**config.mk**
```make
export PLATFORM = sky130hd
export DESIGN_NAME = timing_strap_reset_mode_ctrl
export DESIGN_NICKNAME = d
export VERILOG_FILES = /design/src/rtl/strap_ctrl_pkg.sv /design/src/rtl/timing_strap_reset_mode_ctrl.sv
export SDC_FILE = /design/constraint.sdc
export NUM_CORES = 1
export LEC_CHECK = 0
export BUFFER_PORTS_ARGS = -buffer_cell sky130_fd_sc_hd__buf_4
export CAP_MARGIN = 40
export CORE_ASPECT_RATIO = 0.5
export CORE_MARGIN = 1
export CORE_UTILIZATION = 62
export DETAILED_ROUTE_END_ITERATION = 6
export PLACE_DENSITY = 0.85
export SLEW_MARGIN = 20
export SYNTH_ARGS = -nofsm -noshare
export SYNTH_HDL_FRONTEND = slang
export SYNTH_SLANG_ARGS = --single-unit
```
**constraint.sdc**
```tcl
create_clock -name clock -period 17.3 [get_ports clock]
set_input_delay 3.46 -clock clock [delete_from_list [all_inputs] [get_ports clock]]
set_output_delay 3.46 -clock clock [all_outputs]
set_load 0.02 [all_outputs]
```
**src/rtl/strap_ctrl_pkg.sv**
```systemverilog
// What this block does
// - Reset loads fast-select enable from pin
// - Enabled: pin high picks primary input three, low four
// - Disabled: fast-select pin level is ignored
// - Role combines role pin and control bit
// - Role pin mirrored into read-only status bit
// - Reset loads frequency family bit from strap
// - Family strap ignored after reset ends
// - Reset pin low 50us; internal hold 500ms
// - Each path: free-run, locked, holdover modes
// - Mode switch forced or automatic by FSM
// - Secondary locks own input or primary output
// - One input per path, auto or manual
// - Bandwidth 19 steps, damping 5 steps
// - Master clock drives all; calibration +-741ppm
// - Phase absorption when limit exceeded under 0.1s
// - Build-out bounds primary output transient 0.61ns
// - Failed input replaced automatically, hitless
// - Sync in 8 kHz; outputs 2 and 8 kHz
// - Registers reached only through host interface
package strap_ctrl_pkg;
  // Register indices; the byte address is four times the index
  localparam logic [7:0] IDX_STATUS = 8'h09; // Role pin, family bit
  localparam logic [7:0] IDX_INSEL = 8'h0b; // Fast-select enable
  localparam logic [7:0] IDX_ROLE = 8'h13; // Role control
  // Register byte offsets
  localparam logic [7:0] REG_STATUS = IDX_STATUS << 2; // Status word
  localparam logic [7:0] REG_INSEL = IDX_INSEL << 2; // Input select word
  localparam logic [7:0] REG_ROLE = IDX_ROLE << 2; // Role word
  localparam logic [7:0] REG_PATH = 8'h80; // Path mode and source control
  localparam logic [7:0] REG_LOOP = 8'h84; // Bandwidth, damping, calibration
  localparam logic [7:0] REG_MODE = 8'h88; // Mode and selection status
  // Field positions
  localparam int B_FAST_EN = 4;
  localparam int B_ROLE_CTRL = 0;
  localparam int B_ROLE_PIN = 1;
  localparam int B_FAMILY = 2;
  // Fast pair inputs picked by the fast-select pin
  localparam logic [3:0] FAST_HI_SRC = 4'h3; // Pin high: primary input three
  localparam logic [3:0] FAST_LO_SRC = 4'h4; // Pin low: primary input four
  // Timing
  localparam int CLK_HZ = 40000000;
  localparam int HOLD_MS = 500;
  localparam int HOLD_CYC = CLK_HZ / 1000 * HOLD_MS;
  localparam int PHASE_WIN_MS = 100;
  localparam int PHASE_WIN_CYC = CLK_HZ / 1000 * PHASE_WIN_MS;
  localparam logic [4:0] BW_STEPS = 5'h13;
  localparam logic [2:0] DAMP_STEPS = 3'h5;
  localparam logic [1:0] AXI_OKAY = 2'h0;
  localparam logic [1:0] AXI_SLVERR = 2'h2;
  // Operating modes, one-hot
  typedef enum logic [2:0]
  {
    M_FREE = 3'h1,
    M_LOCK = 3'h2,
    M_HOLD = 3'h4
  } mode_t;
  // Per-path control from software
  typedef struct packed
  {
    logic force_en; // Force the mode
    logic [1:0] force_mode; // 0 free, 1 lock, 2 hold
    logic manual_sel; // Manual input selection
    logic [3:0] manual_src; // Manual input number
  } path_cfg_t;
endpackage : strap_ctrl_pkg

```
**src/rtl/timing_strap_reset_mode_ctrl.sv**
```systemverilog
`timescale 1ns/100ps
module timing_strap_reset_mode_ctrl
  import strap_ctrl_pkg::*;
#(
  parameter int HOLD_CYCLES = HOLD_CYC, // Internal reset hold after release
  parameter int PHASE_WIN_CYCLES = PHASE_WIN_CYC // Phase absorption window
)
(
  input wire logic clock, // Master clock
  input wire logic nrst, // Async reset, active low
  input wire logic fast_ref_select_pin, // Fast pair select strap/pin
  input wire logic role_select_pin, // Master/slave pin
  input wire logic freq_family_pin, // SONET/SDH strap
  input wire logic [13:0] ref_valid_pins, // Per-input clock good flags
  input wire logic phase_jump_pin, // Phase step over limit seen
  input wire logic frame_sync_in, // Frame sync input
  output logic dev_ready, // Internal reset over
  output logic is_master, // Resolved role
  output logic [3:0] primary_src, // Primary path input
  output logic [3:0] secondary_src, // Secondary path input
  output logic [2:0] primary_mode, // Primary mode one-hot
  output logic [2:0] secondary_mode, // Secondary mode one-hot
  output logic secondary_follow, // Secondary locks primary output
  output logic phase_absorb, // Absorbing phase on primary
  output logic pbo_event, // Build-out on reference change
  output logic sync8k_out, // 8 kHz frame sync
  output logic sync2k_out, // 2 kHz frame sync
  input wire logic [7:0] s_axi_awaddr, // Write address
  input wire logic s_axi_awvalid, // Write address valid
  output logic s_axi_awready, // Write address ready
  input wire logic [31:0] s_axi_wdata, // Write data
  input wire logic [3:0] s_axi_wstrb, // Write strobes
  input wire logic s_axi_wvalid, // Write data valid
  output logic s_axi_wready, // Write data ready
  output logic [1:0] s_axi_bresp, // Write response
  output logic s_axi_bvalid, // Write response valid
  input wire logic s_axi_bready, // Write response ready
  input wire logic [7:0] s_axi_araddr, // Read address
  input wire logic s_axi_arvalid, // Read address valid
  output logic s_axi_arready, // Read address ready
  output logic [31:0] s_axi_rdata, // Read data
  output logic [1:0] s_axi_rresp, // Read response
  output logic s_axi_rvalid, // Read data valid
  input wire logic s_axi_rready // Read data ready
);
  // Reset release synchroniser
  logic rst_a_ff, rst_b_ff;
  always_ff @(posedge clock or negedge nrst)
  begin
    if (!nrst)
    begin
      rst_a_ff <= 1'b0;
      rst_b_ff <= 1'b0;
    end
    else
    begin
      rst_a_ff <= 1'b1;
      rst_b_ff <= rst_a_ff;
    end
  end
  wire rst_n = rst_b_ff; // Synchronised reset

  // Pin synchronisers, two stages each
  logic [18:0] pin_a_ff, pin_b_ff;
  always_ff @(posedge clock or negedge rst_n)
  begin
    if (!rst_n)
    begin
      pin_a_ff <= '0;
      pin_b_ff <= '0;
    end
    else
    begin
      pin_a_ff <= {frame_sync_in, phase_jump_pin, freq_family_pin, role_select_pin,
                   fast_ref_select_pin, ref_valid_pins};
      pin_b_ff <= pin_a_ff;
    end
  end
  wire fast_pin_s = pin_b_ff[14];
  wire role_pin_s = pin_b_ff[15];
  wire family_pin_s = pin_b_ff[16];
  wire jump_s = pin_b_ff[17];
  wire fsync_s = pin_b_ff[18];
  wire [13:0] valid_s = pin_b_ff[13:0]; // Every good flag synchronised

  // Internal reset hold counter and strap capture
  logic [31:0] hold_ff, nxt_hold;
  logic ready_ff, nxt_ready;
  logic fast_en_ff, nxt_fast_en;
  logic family_ff, nxt_family;
  logic role_ctrl_ff, nxt_role_ctrl;
  path_cfg_t pcfg_ff, nxt_pcfg, scfg_ff, nxt_scfg;
  logic follow_ff, nxt_follow;
  logic [4:0] bw_ff, nxt_bw;
  logic [2:0] damp_ff, nxt_damp;
  logic [10:0] cal_ff, nxt_cal;
  logic wr_go;
  logic [7:0] wr_addr_ff, nxt_wr_addr;
  logic [31:0] wr_data_ff, nxt_wr_data;

  // Hold, strap capture and software register next state
  always_comb
  begin
    nxt_hold = hold_ff;
    nxt_ready = ready_ff;
    nxt_fast_en = fast_en_ff;
    nxt_family = family_ff;
    nxt_role_ctrl = role_ctrl_ff;
    nxt_pcfg = pcfg_ff;
    nxt_scfg = scfg_ff;
    nxt_follow = follow_ff;
    nxt_bw = bw_ff;
    nxt_damp = damp_ff;
    nxt_cal = cal_ff;
    if (!ready_ff)
    begin
      // Straps track pins until the hold ends, then freeze
      nxt_fast_en = fast_pin_s;
      nxt_family = family_pin_s;
      nxt_hold = hold_ff + 32'h1;
      if (hold_ff >= 32'(HOLD_CYCLES) - 32'h1)
        nxt_ready = 1'b1;
    end
    else if (wr_go)
    begin
      // Software writes after reset; family strap no longer read
      case (wr_addr_ff)
        REG_STATUS: nxt_family = wr_data_ff[B_FAMILY];
        REG_INSEL: nxt_fast_en = wr_data_ff[B_FAST_EN];
        REG_ROLE: nxt_role_ctrl = wr_data_ff[B_ROLE_CTRL];
        REG_PATH:
        begin
          nxt_pcfg = path_cfg_t'(wr_data_ff[7:0]);
          nxt_scfg = path_cfg_t'(wr_data_ff[15:8]);
          nxt_follow = wr_data_ff[16];
        end
        REG_LOOP:
        begin
          if (wr_data_ff[4:0] < BW_STEPS)
            nxt_bw = wr_data_ff[4:0];
          if (wr_data_ff[10:8] < DAMP_STEPS)
            nxt_damp = wr_data_ff[10:8];
          nxt_cal = wr_data_ff[26:16];
        end
        default: ;
      endcase
    end
  end

  // Register the control state
  always_ff @(posedge clock or negedge rst_n)
  begin
    if (!rst_n)
    begin
      hold_ff <= '0;
      ready_ff <= 1'b0;
      fast_en_ff <= 1'b0;
      family_ff <= 1'b0;
      role_ctrl_ff <= 1'b0;
      pcfg_ff <= '0;
      scfg_ff <= '0;
      follow_ff <= 1'b0;
      bw_ff <= '0;
      damp_ff <= '0;
      cal_ff <= '0;
    end
    else
    begin
      hold_ff <= nxt_hold;
      ready_ff <= nxt_ready;
      fast_en_ff <= nxt_fast_en;
      family_ff <= nxt_family;
      role_ctrl_ff <= nxt_role_ctrl;
      pcfg_ff <= nxt_pcfg;
      scfg_ff <= nxt_scfg;
      follow_ff <= nxt_follow;
      bw_ff <= nxt_bw;
      damp_ff <= nxt_damp;
      cal_ff <= nxt_cal;
    end
  end

  // Source selection: fast pair, manual, or lowest good input
  function automatic logic [3:0] first_good(input logic [13:0] v);
    logic [3:0] r;
    r = 4'h0;
    for (int i = 13; i >= 0; i--)
      if (v[i])
        r = 4'(i + 1);
    return r;
  endfunction : first_good

  logic [3:0] psrc, ssrc;
  always_comb
  begin
    if (fast_en_ff)
      psrc = fast_pin_s ? FAST_HI_SRC : FAST_LO_SRC;
    else if (pcfg_ff.manual_sel)
      psrc = pcfg_ff.manual_src;
    else
      psrc = first_good(valid_s);
    ssrc = scfg_ff.manual_sel ? scfg_ff.manual_src : first_good(valid_s);
  end

  // Mode machines for both paths
  mode_t pmode_ff, nxt_pmode, smode_ff, nxt_smode;
  logic plocked_once_ff, nxt_plocked_once, slocked_once_ff, nxt_slocked_once;
  function automatic mode_t next_mode(input path_cfg_t c, input logic good, input logic was_locked);
    mode_t m;
    m = M_FREE;
    if (c.force_en)
    begin
      case (c.force_mode)
        2'h1: m = M_LOCK;
        2'h2: m = M_HOLD;
        default: m = M_FREE;
      endcase
    end
    else if (good)
      m = M_LOCK;
    else if (was_locked)
      m = M_HOLD;
    return m;
  endfunction : next_mode

  wire pgood = (psrc != 4'h0) && valid_s[psrc - 4'h1];
  wire sgood = follow_ff || ((ssrc != 4'h0) && valid_s[ssrc - 4'h1]);
  always_comb
  begin
    nxt_pmode = next_mode(pcfg_ff, pgood, plocked_once_ff);
    nxt_smode = next_mode(scfg_ff, sgood, slocked_once_ff);
    nxt_plocked_once = plocked_once_ff | (pmode_ff == M_LOCK);
    nxt_slocked_once = slocked_once_ff | (smode_ff == M_LOCK);
    if (!ready_ff)
    begin
      nxt_pmode = M_FREE;
      nxt_smode = M_FREE;
    end
  end

  always_ff @(posedge clock or negedge rst_n)
  begin
    if (!rst_n)
    begin
      pmode_ff <= M_FREE;
      smode_ff <= M_FREE;
      plocked_once_ff <= 1'b0;
      slocked_once_ff <= 1'b0;
    end
    else
    begin
      pmode_ff <= nxt_pmode;
      smode_ff <= nxt_smode;
      plocked_once_ff <= nxt_plocked_once;
      slocked_once_ff <= nxt_slocked_once;
    end
  end

  // Phase absorption window, build-out and frame sync dividers
  logic [31:0] win_ff, nxt_win;
  logic absorb_ff, nxt_absorb, pbo_ff, nxt_pbo;
  logic [3:0] psrc_ff;
  logic fsync_d_ff;
  logic jump_d_ff; // Phase step pin, one cycle late
  logic [3:0] ssrc_ff; // Registered secondary input
  logic master_ff; // Registered role
  // A held phase step counts once, at its start
  wire jump_edge = jump_s && !jump_d_ff;
  logic [1:0] fdiv_ff, nxt_fdiv;
  logic s8_ff, s2_ff, nxt_s8, nxt_s2;
  always_comb
  begin
    nxt_win = (win_ff != 32'h0) ? win_ff - 32'h1 : 32'h0;
    nxt_absorb = 1'b0;
    if (jump_edge && win_ff != 32'h0)
      nxt_absorb = 1'b1;
    if (jump_edge)
      nxt_win = 32'(PHASE_WIN_CYCLES);
    nxt_pbo = ready_ff && (psrc != psrc_ff);
    nxt_fdiv = fdiv_ff;
    nxt_s8 = 1'b0;
    nxt_s2 = 1'b0;
    if (fsync_s && !fsync_d_ff)
    begin
      nxt_fdiv = fdiv_ff + 2'h1;
      nxt_s8 = 1'b1;
      nxt_s2 = (fdiv_ff == 2'h0);
    end
  end

  always_ff @(posedge clock or negedge rst_n)
  begin
    if (!rst_n)
    begin
      win_ff <= '0;
      absorb_ff <= 1'b0;
      pbo_ff <= 1'b0;
      psrc_ff <= '0;
      fsync_d_ff <= 1'b0;
      jump_d_ff <= 1'b0;
      ssrc_ff <= '0;
      master_ff <= 1'b0;
      fdiv_ff <= '0;
      s8_ff <= 1'b0;
      s2_ff <= 1'b0;
    end
    else
    begin
      win_ff <= nxt_win;
      absorb_ff <= nxt_absorb;
      pbo_ff <= nxt_pbo;
      psrc_ff <= psrc;
      fsync_d_ff <= fsync_s;
      jump_d_ff <= jump_s;
      ssrc_ff <= ssrc;
      master_ff <= role_pin_s ^ role_ctrl_ff;
      fdiv_ff <= nxt_fdiv;
      s8_ff <= nxt_s8;
      s2_ff <= nxt_s2;
    end
  end

  // AXI4-Lite slave: one write, one read at a time
  logic aw_ff, nxt_aw, w_ff, nxt_w, bv_ff, nxt_bv, rv_ff, nxt_rv;
  logic [1:0] bresp_ff, nxt_bresp, rresp_ff, nxt_rresp;
  logic [31:0] rdata_ff, nxt_rdata;
  logic known_wr, known_rd;
  always_comb
  begin
    nxt_aw = aw_ff;
    nxt_w = w_ff;
    nxt_bv = bv_ff;
    nxt_rv = rv_ff;
    nxt_wr_addr = wr_addr_ff;
    nxt_wr_data = wr_data_ff;
    nxt_bresp = bresp_ff;
    nxt_rresp = rresp_ff;
    nxt_rdata = rdata_ff;
    if (s_axi_awvalid && s_axi_awready)
    begin
      nxt_aw = 1'b1;
      nxt_wr_addr = s_axi_awaddr;
    end
    if (s_axi_wvalid && s_axi_wready)
    begin
      nxt_w = 1'b1;
      nxt_wr_data = s_axi_wdata;
    end
    known_wr = wr_addr_ff inside {REG_STATUS, REG_INSEL, REG_ROLE, REG_PATH, REG_LOOP, REG_MODE};
    wr_go = aw_ff && w_ff && !bv_ff;
    if (wr_go)
    begin
      nxt_aw = 1'b0;
      nxt_w = 1'b0;
      nxt_bv = 1'b1;
      nxt_bresp = known_wr ? AXI_OKAY : AXI_SLVERR;
    end
    if (bv_ff && s_axi_bready)
      nxt_bv = 1'b0;
    known_rd = s_axi_araddr inside {REG_STATUS, REG_INSEL, REG_ROLE, REG_PATH, REG_LOOP, REG_MODE};
    if (s_axi_arvalid && s_axi_arready)
    begin
      nxt_rv = 1'b1;
      nxt_rresp = known_rd ? AXI_OKAY : AXI_SLVERR;
      nxt_rdata = 32'h0;
      case (s_axi_araddr)
        REG_STATUS: nxt_rdata = {29'h0, family_ff, role_pin_s, 1'b0};
        REG_INSEL: nxt_rdata = {27'h0, fast_en_ff, 4'h0};
        REG_ROLE: nxt_rdata = {31'h0, role_ctrl_ff};
        REG_PATH: nxt_rdata = {15'h0, follow_ff, scfg_ff, pcfg_ff};
        REG_LOOP: nxt_rdata = {5'h0, cal_ff, 5'h0, damp_ff, 3'h0, bw_ff};
        REG_MODE: nxt_rdata = {14'h0, ready_ff, absorb_ff, ssrc, psrc, 2'h0, smode_ff, pmode_ff};
        default: nxt_rdata = 32'h0;
      endcase
    end
    else if (rv_ff && s_axi_rready)
      nxt_rv = 1'b0;
  end

  always_ff @(posedge clock or negedge rst_n)
  begin
    if (!rst_n)
    begin
      aw_ff <= 1'b0;
      w_ff <= 1'b0;
      bv_ff <= 1'b0;
      rv_ff <= 1'b0;
      wr_addr_ff <= '0;
      wr_data_ff <= '0;
      bresp_ff <= AXI_OKAY;
      rresp_ff <= AXI_OKAY;
      rdata_ff <= '0;
    end
    else
    begin
      aw_ff <= nxt_aw;
      w_ff <= nxt_w;
      bv_ff <= nxt_bv;
      rv_ff <= nxt_rv;
      wr_addr_ff <= nxt_wr_addr;
      wr_data_ff <= nxt_wr_data;
      bresp_ff <= nxt_bresp;
      rresp_ff <= nxt_rresp;
      rdata_ff <= nxt_rdata;
    end
  end

  // Bus handshakes and outputs
  assign s_axi_awready = !aw_ff && !bv_ff;
  assign s_axi_wready = !w_ff && !bv_ff;
  assign s_axi_bvalid = bv_ff;
  assign s_axi_bresp = bresp_ff;
  assign s_axi_arready = !rv_ff;
  assign s_axi_rvalid = rv_ff;
  assign s_axi_rresp = rresp_ff;
  assign s_axi_rdata = rdata_ff;
  assign dev_ready = ready_ff;
  assign is_master = master_ff;
  assign primary_src = psrc_ff;
  assign secondary_src = ssrc_ff;
  assign primary_mode = pmode_ff;
  assign secondary_mode = smode_ff;
  assign secondary_follow = follow_ff;
  assign phase_absorb = absorb_ff;
  assign pbo_event = pbo_ff;
  assign sync8k_out = s8_ff;
  assign sync2k_out = s2_ff;
endmodule : timing_strap_reset_mode_ctrl

```
== Word level (Yosys, flattened, before mapping) ==
Index checks and enable logic that the tools add are counted.

* Add/sub/neg operators: 5
* $lt $le $gt $ge: 5
* Eq/ne operators: 22
* Muxes and demuxes: 56
* Bitwise gates (word level): 3
* Reductions and logical operators: 39

{| class="wikitable"
|+ Operators by type and width
! cell !! number
|-
| one-hot mux 27 bit (6 select lines) || 1
|-
| two-way mux 4 bit || 17
|-
| two-way mux 32 bit || 2
|-
| == test 8 bit (second input constant) || 6
|-
| adder 32 x 1 -> 32 bit (second input constant) || 1
|-
| == test 8 x 6 -> 1 bit (second input constant) || 4
|-
| greater-or-equal comparator 32 x 25 -> 1 bit (second input constant) || 1
|-
| nonzero test 32 bit || 1
|-
| subtractor 32 x 1 -> 32 bit (second input constant) || 1
|-
| two-way mux 3 bit || 9
|-
| two-way mux 1 bit || 21
|-
| == test 8 x 7 -> 1 bit (second input constant) || 2
|-
| logical AND 1 bit || 15
|-
| one-hot mux 3 bit (2 select lines) || 2
|-
| nonzero test 6 bit || 2
|-
| less-than comparator 4 x 5 -> 1 bit (second input constant) || 2
|-
| AND reduction 3 bit || 3
|-
| binary-select mux 1 bit (select 4 bit) || 2
|-
| AND reduction 4 bit || 2
|-
| nonzero test 2 bit || 4
|-
| nonzero test 4 bit || 2
|-
| subtractor 4 x 1 -> 4 bit (second input constant) || 2
|-
| == test 3 x 2 -> 1 bit (second input constant) || 2
|-
| zero test 1 bit || 6
|-
| 13 further kinds || 20
|}

* Flip-flop bits (word level): 244
* Input port bits: 78
* Output and inout bits: 62
* Logic and storage cells: 175

== Logic depth before layout (Yosys ltp) ==
* Word-level depth: 23
* Gate-level depth with buffers: 14
* Depth with buffers taken out: 13

== Worst setup path after synthesis ==
OpenSTA, ideal clock, no wires.

* Kind: input -> register
* Start point: input port s_axi_araddr[1]
* End point: register rdata_ff[18], in the netlist s_axi_rdata[18]
* Library setup time: 0.070 ns
* Data arrival time: 5.012 ns
* Required time: 17.230 ns
* Setup slack: 12.217 ns
* Stages: 4
* Buffers on the path: 0
* Cells stage by stage: nor3_1 nand3_1 nor4b_1 a22o_1

* Word-level cells in the longest chain between the ends: 2
* Elaborated cells on any way between the ends: 7
* Classes of those cells: eq/ne: 6; mux: 1

{| class="wikitable"
|+ RTL lines
! element !! RTL line !! source
|-
| start, declared || timing_strap_reset_mode_ctrl.sv:38 || <nowiki>input wire logic [7:0] s_axi_araddr,</nowiki>
|-
| == test 8 bit, or another cell as far along || timing_strap_reset_mode_ctrl.sv:366 || <nowiki>case (s_axi_araddr)</nowiki>
|-
| one-hot mux 27 bit (6 select lines) (*) || timing_strap_reset_mode_ctrl.sv:366 ||
|-
| end signal, assigned || timing_strap_reset_mode_ctrl.sv:404 || <nowiki>rdata_ff <= nxt_rdata;</nowiki>
|-
| end, declared || timing_strap_reset_mode_ctrl.sv:326 || <nowiki>logic [31:0] rdata_ff, nxt_rdata;</nowiki>
|}

Every way passes the cells marked *; elsewhere a longest branch is shown, timed or not.
A chain may end at the register's enable or synchronous reset.

== Worst setup path after layout ==
* Start point: input port s_axi_araddr[1]
* End point: register rdata_ff[15], in the netlist s_axi_rdata[15]

The elaborated chain is that of the path after synthesis.

==> impl_metrics.tcl <==
set metrics [dict create \
    cts.sinks 237 \
    first_pass_iters 5 \
    instances_no_fill 1257 \
    grt_max_degree 63 \
    grt_overflow_total 0 \
    drive_gt1_share_pct 24.3 \
    insertion_delay_ns 0.50 \
    rsz0062_at_grt "false" \
    crit_type "input port to register" \
    syn_area_per_cell_sq_um 11.5 \
    clk_pin_slew_ns 0.07 \
    crit_chain "buf_4, nor3_1, nand3_1, nor3b_1, a22oi_1, o21ai_0" \
    synth_edf_count 0 \
    layout.nets 1110 \
    dp.cells 1218 \
    die_area_sq_mm 0.0171 \
    cts_max_path_buffers 3 \
    comb_power_share_pct 15.4 \
    die_w_microns 184 \
    grt_pass1_vias 7539 \
    setup_tns_ns 0 \
    drv_slew 0 \
    power.net_switching_uw 358 \
    fin_crit_sh_pct 29.2 \
    cts_tree "yes" \
    r2r-start "scfg_ff[4]" \
    ys_ff_latch 237 \
    async_flop_share_pct 100 \
    filler_cell_count 1010 \
    status "complete, no violations" \
    finalWirelength_mm 23.4 \
    critPathMaxStageDelay_ns 0.75 \
    dp_hpwl_mm 16.3 \
    critPathMaxFanout 7 \
    cp-start-kind "input port" \
    rows 32 \
    ios 140 \
    reg2reg_slack_ns 13.61 \
    gp_congestion 0.876 \
    utilization_pct 76.9 \
    worstPathArrival_ns 5.47 \
    drtAntennaViolNets 0 \
    finalWorstSetupSlack_ns 12.25 \
    power.share.clock_pct 33.6 \
    critPathRequiredTime_ns 17.72 \
    areaGrowthSynthToFinish_pct 18.2 \
    post_cts_resize_count 0 \
    fin_skew_ns 0.0163 \
    grt_usage_pct 28.7 \
    swShare_pct 26.9 \
    worst-r2r-cell-count 13 \
    hold_buffers 0 \
    placeableCoreArea_sq_mm 0.0158 \
    route.detailed.drc 0 \
    synth-warning-count 0 \
    htreeDepth 1 \
    p_seq_share_pct 51.0 \
    antennaDiodeCount 0 \
    crit_slowest_cell "nor3b_1" \
    post-place-ws_ns 11.90 \
    cts_setup_buffers 0 \
    start_util_pct 65.0 \
    power.density_mw_per_mm2 110 \
    cp-endpoint "s_axi_rdata[15]" \
    ys_types 76 \
    syn_area_sq_mm 0.0103 \
    cap_violations 0 \
    dr_total_vias 7457 \
    finalHoldViolations 0 \
    reg2reg_to "secondary_mode[1]" \
    finalCriticalPeriod_ns 5.05 \
    drt_iter0_drc 565 \
    worstMarginPinSlew_ns 0.817 \
    synth_top_flop_cell "dfrtp_1" \
    ys_seq_area_share_pct 57.7 \
    fmax_ghz 0.198 \
    maxSlewHeadroom_pct 45.0 \
    vias_per_cell 5.93 \
    critPathLaunch "s_axi_araddr[1]" \
    cp-end-kind "register" \
    p_total_mw 1.33 \
    die_y_microns 93.1 \
    synthCells 894 \
    avgRoutedWirePerCell_microns 18.7 \
    port_buffers 123 \
    clockRootBuffer "clkbuf_16" \
    max-vdd-ir-drop_v 0.0000742 \
    setup_viol 0 \
    grt_pass1_wl_mm 38.5 \
    min_path_type "register to async pin" \
    p_leak_nw 5.59 \
    p_int_uw 976 \
    grt_antenna_before_repair 0 \
    cts_made_buffers 21 \
]
## power by group through the flow
stage / clock [mW] / sequential [mW] / combinational (mW)
2_1_floorplan: 0 / 0.680 / 0.138
3_3_place_gp: 0 / 0.685 / 0.189
3_5_place_dp: 0 / 0.688 / 0.204
4_1_cts: 0.456 / 0.678 / 0.206
5_1_grt: 0.481 / 0.689 / 0.224
6_report: 0.448 / 0.680 / 0.205
## cells in the mapped netlist, types with 3 or more instances
master	instances	area [sq um]
a2111oi_0	3	26.3
a211o_1	4	35.0
a211oi_1	8	60.1
a21o_1	7	52.6
a21oi_1	21	105
a22o_1	9	78.8
a22oi_1	9	67.6
and2_1	4	25.0
and3_1	5	31.3
buf_1	4	15.0
buf_2	4	20.0
buf_4	10	75.1
clkbuf_1	18	67.6
dfrtp_1	235	5880
ha_1	9	113
inv_1	27	101
mux2_2	63	709
mux2i_1	13	130
nand2_1	61	229
nand2b_1	12	75.1
nand3_1	19	95.1
nand3b_1	7	52.6
nand4_1	9	56.3
nor2_1	84	315
nor2b_1	13	81.3
nor3_1	25	125
nor3b_1	4	30.0
nor4_1	12	75.1
o2111ai_1	3	26.3
o211ai_1	3	22.5
o21a_1	3	22.5
o21ai_0	47	235
o31ai_1	6	45.0
or2_2	4	25.0
or3_1	8	50.1
or4_1	7	52.6
xnor2_1	42	368
xor2_1	24	210
## routing by layer
| metal | routed length (microns) | vias up | share of wire (%) | GRT usage, % |
|---|---|---|---|---|
| li1 | - | 3402 | - | - |
| met5 | 0 | - | 0 | 0 |
| met3 | 1500 | 61 | 6.4 | 4.60 |
| met2 | 11400 | 296 | 49 | 48.5 |
| met1 | 9840 | 3698 | 42 | 38.7 |
| met4 | 689 | 0 | 2.9 | 8.75 |
## worst min-delay path by stage
stage                    to  cells past startpoint          from
6_report         win_ff[27]                      0      rst_b_ff
3_3_place_gp   pin_b_ff[13]                      0  pin_a_ff[13]
3_5_place_dp     win_ff[25]                      0      rst_b_ff
4_1_cts          win_ff[15]                      0      rst_b_ff
5_1_grt          win_ff[27]                      0      rst_b_ff
2_1_floorplan   pin_b_ff[0]                      0   pin_a_ff[0]
## sequential cells by signal, indices dropped and copies added (netlist names), 2 cells and up
| name | count |
|---|---|
| primary_src | 4 |
| damp_ff | 3 |
| pin_a_ff | 19 |
| wr_data_ff | 27 |
| cal_ff | 11 |
| fdiv_ff | 2 |
| win_ff | 32 |
| pin_b_ff | 19 |
| secondary_src | 4 |
| wr_addr_ff | 8 |
| secondary_mode | 3 |
| scfg_ff | 8 |
| pcfg_ff | 8 |
| s_axi_rdata | 27 |
| bw_ff | 5 |
| hold_ff | 32 |
| primary_mode | 3 |
## area by class of cell
type	count	area, sq um	area share (%)
flip-flops and latches	237	5940	48.8
clock inverters	5	55.1	0.453
well taps	221	277	2.27
clock buffers	31	593	4.88
multi-input cells	599	4100	33.7
repair buffers	136	1090	9.00
inverters	28	105	0.865
## cell families after synthesis
logic type	count (synthesis)	share of synthesized area, %
other	2	0.0730
DFF	237	57.7
AOI/OAI and AO/OA	150	10.1
and+or+nand+nor	289	14.3
adders and majority gates	9	1.10
muxes	77	8.38
xor gates and xnor gates	66	5.62
buffers and inverters	64	2.75
## layout by cell type (no fill, tap or decap), types with 24 or more instances in the layout
cell | netlist | routed
dfrtp_1 | 235 | 234
buf_4 | 10 | 130
nor2_1 | 84 | 84
mux2_2 | 63 | 63
nand2_1 | 61 | 61
o21ai_0 | 47 | 47
xnor2_1 | 42 | 42
inv_1 | 27 | 27
nor3_1 | 25 | 25
xor2_1 | 24 | 24
## worst max-delay path: cells and delay by family
kind	cells	cell delay, ns
AO/OA/AOI/OAI	2	0.44
buffers and inverters	1	0.11
AND/OR/NAND/NOR	3	1.46
## stage by stage
step | hold WS [ns] | instance area, sq um
2_1_floorplan | 0.331 | 10300
3_3_place_gp | 0.332 | 11400
3_5_place_dp | 0.277 | 11500
4_1_cts | 0.282 | 12100
5_1_grt | 0.302 | 12200
6_report | 0.263 | 12200
Power figures use the tool's default switching activity.
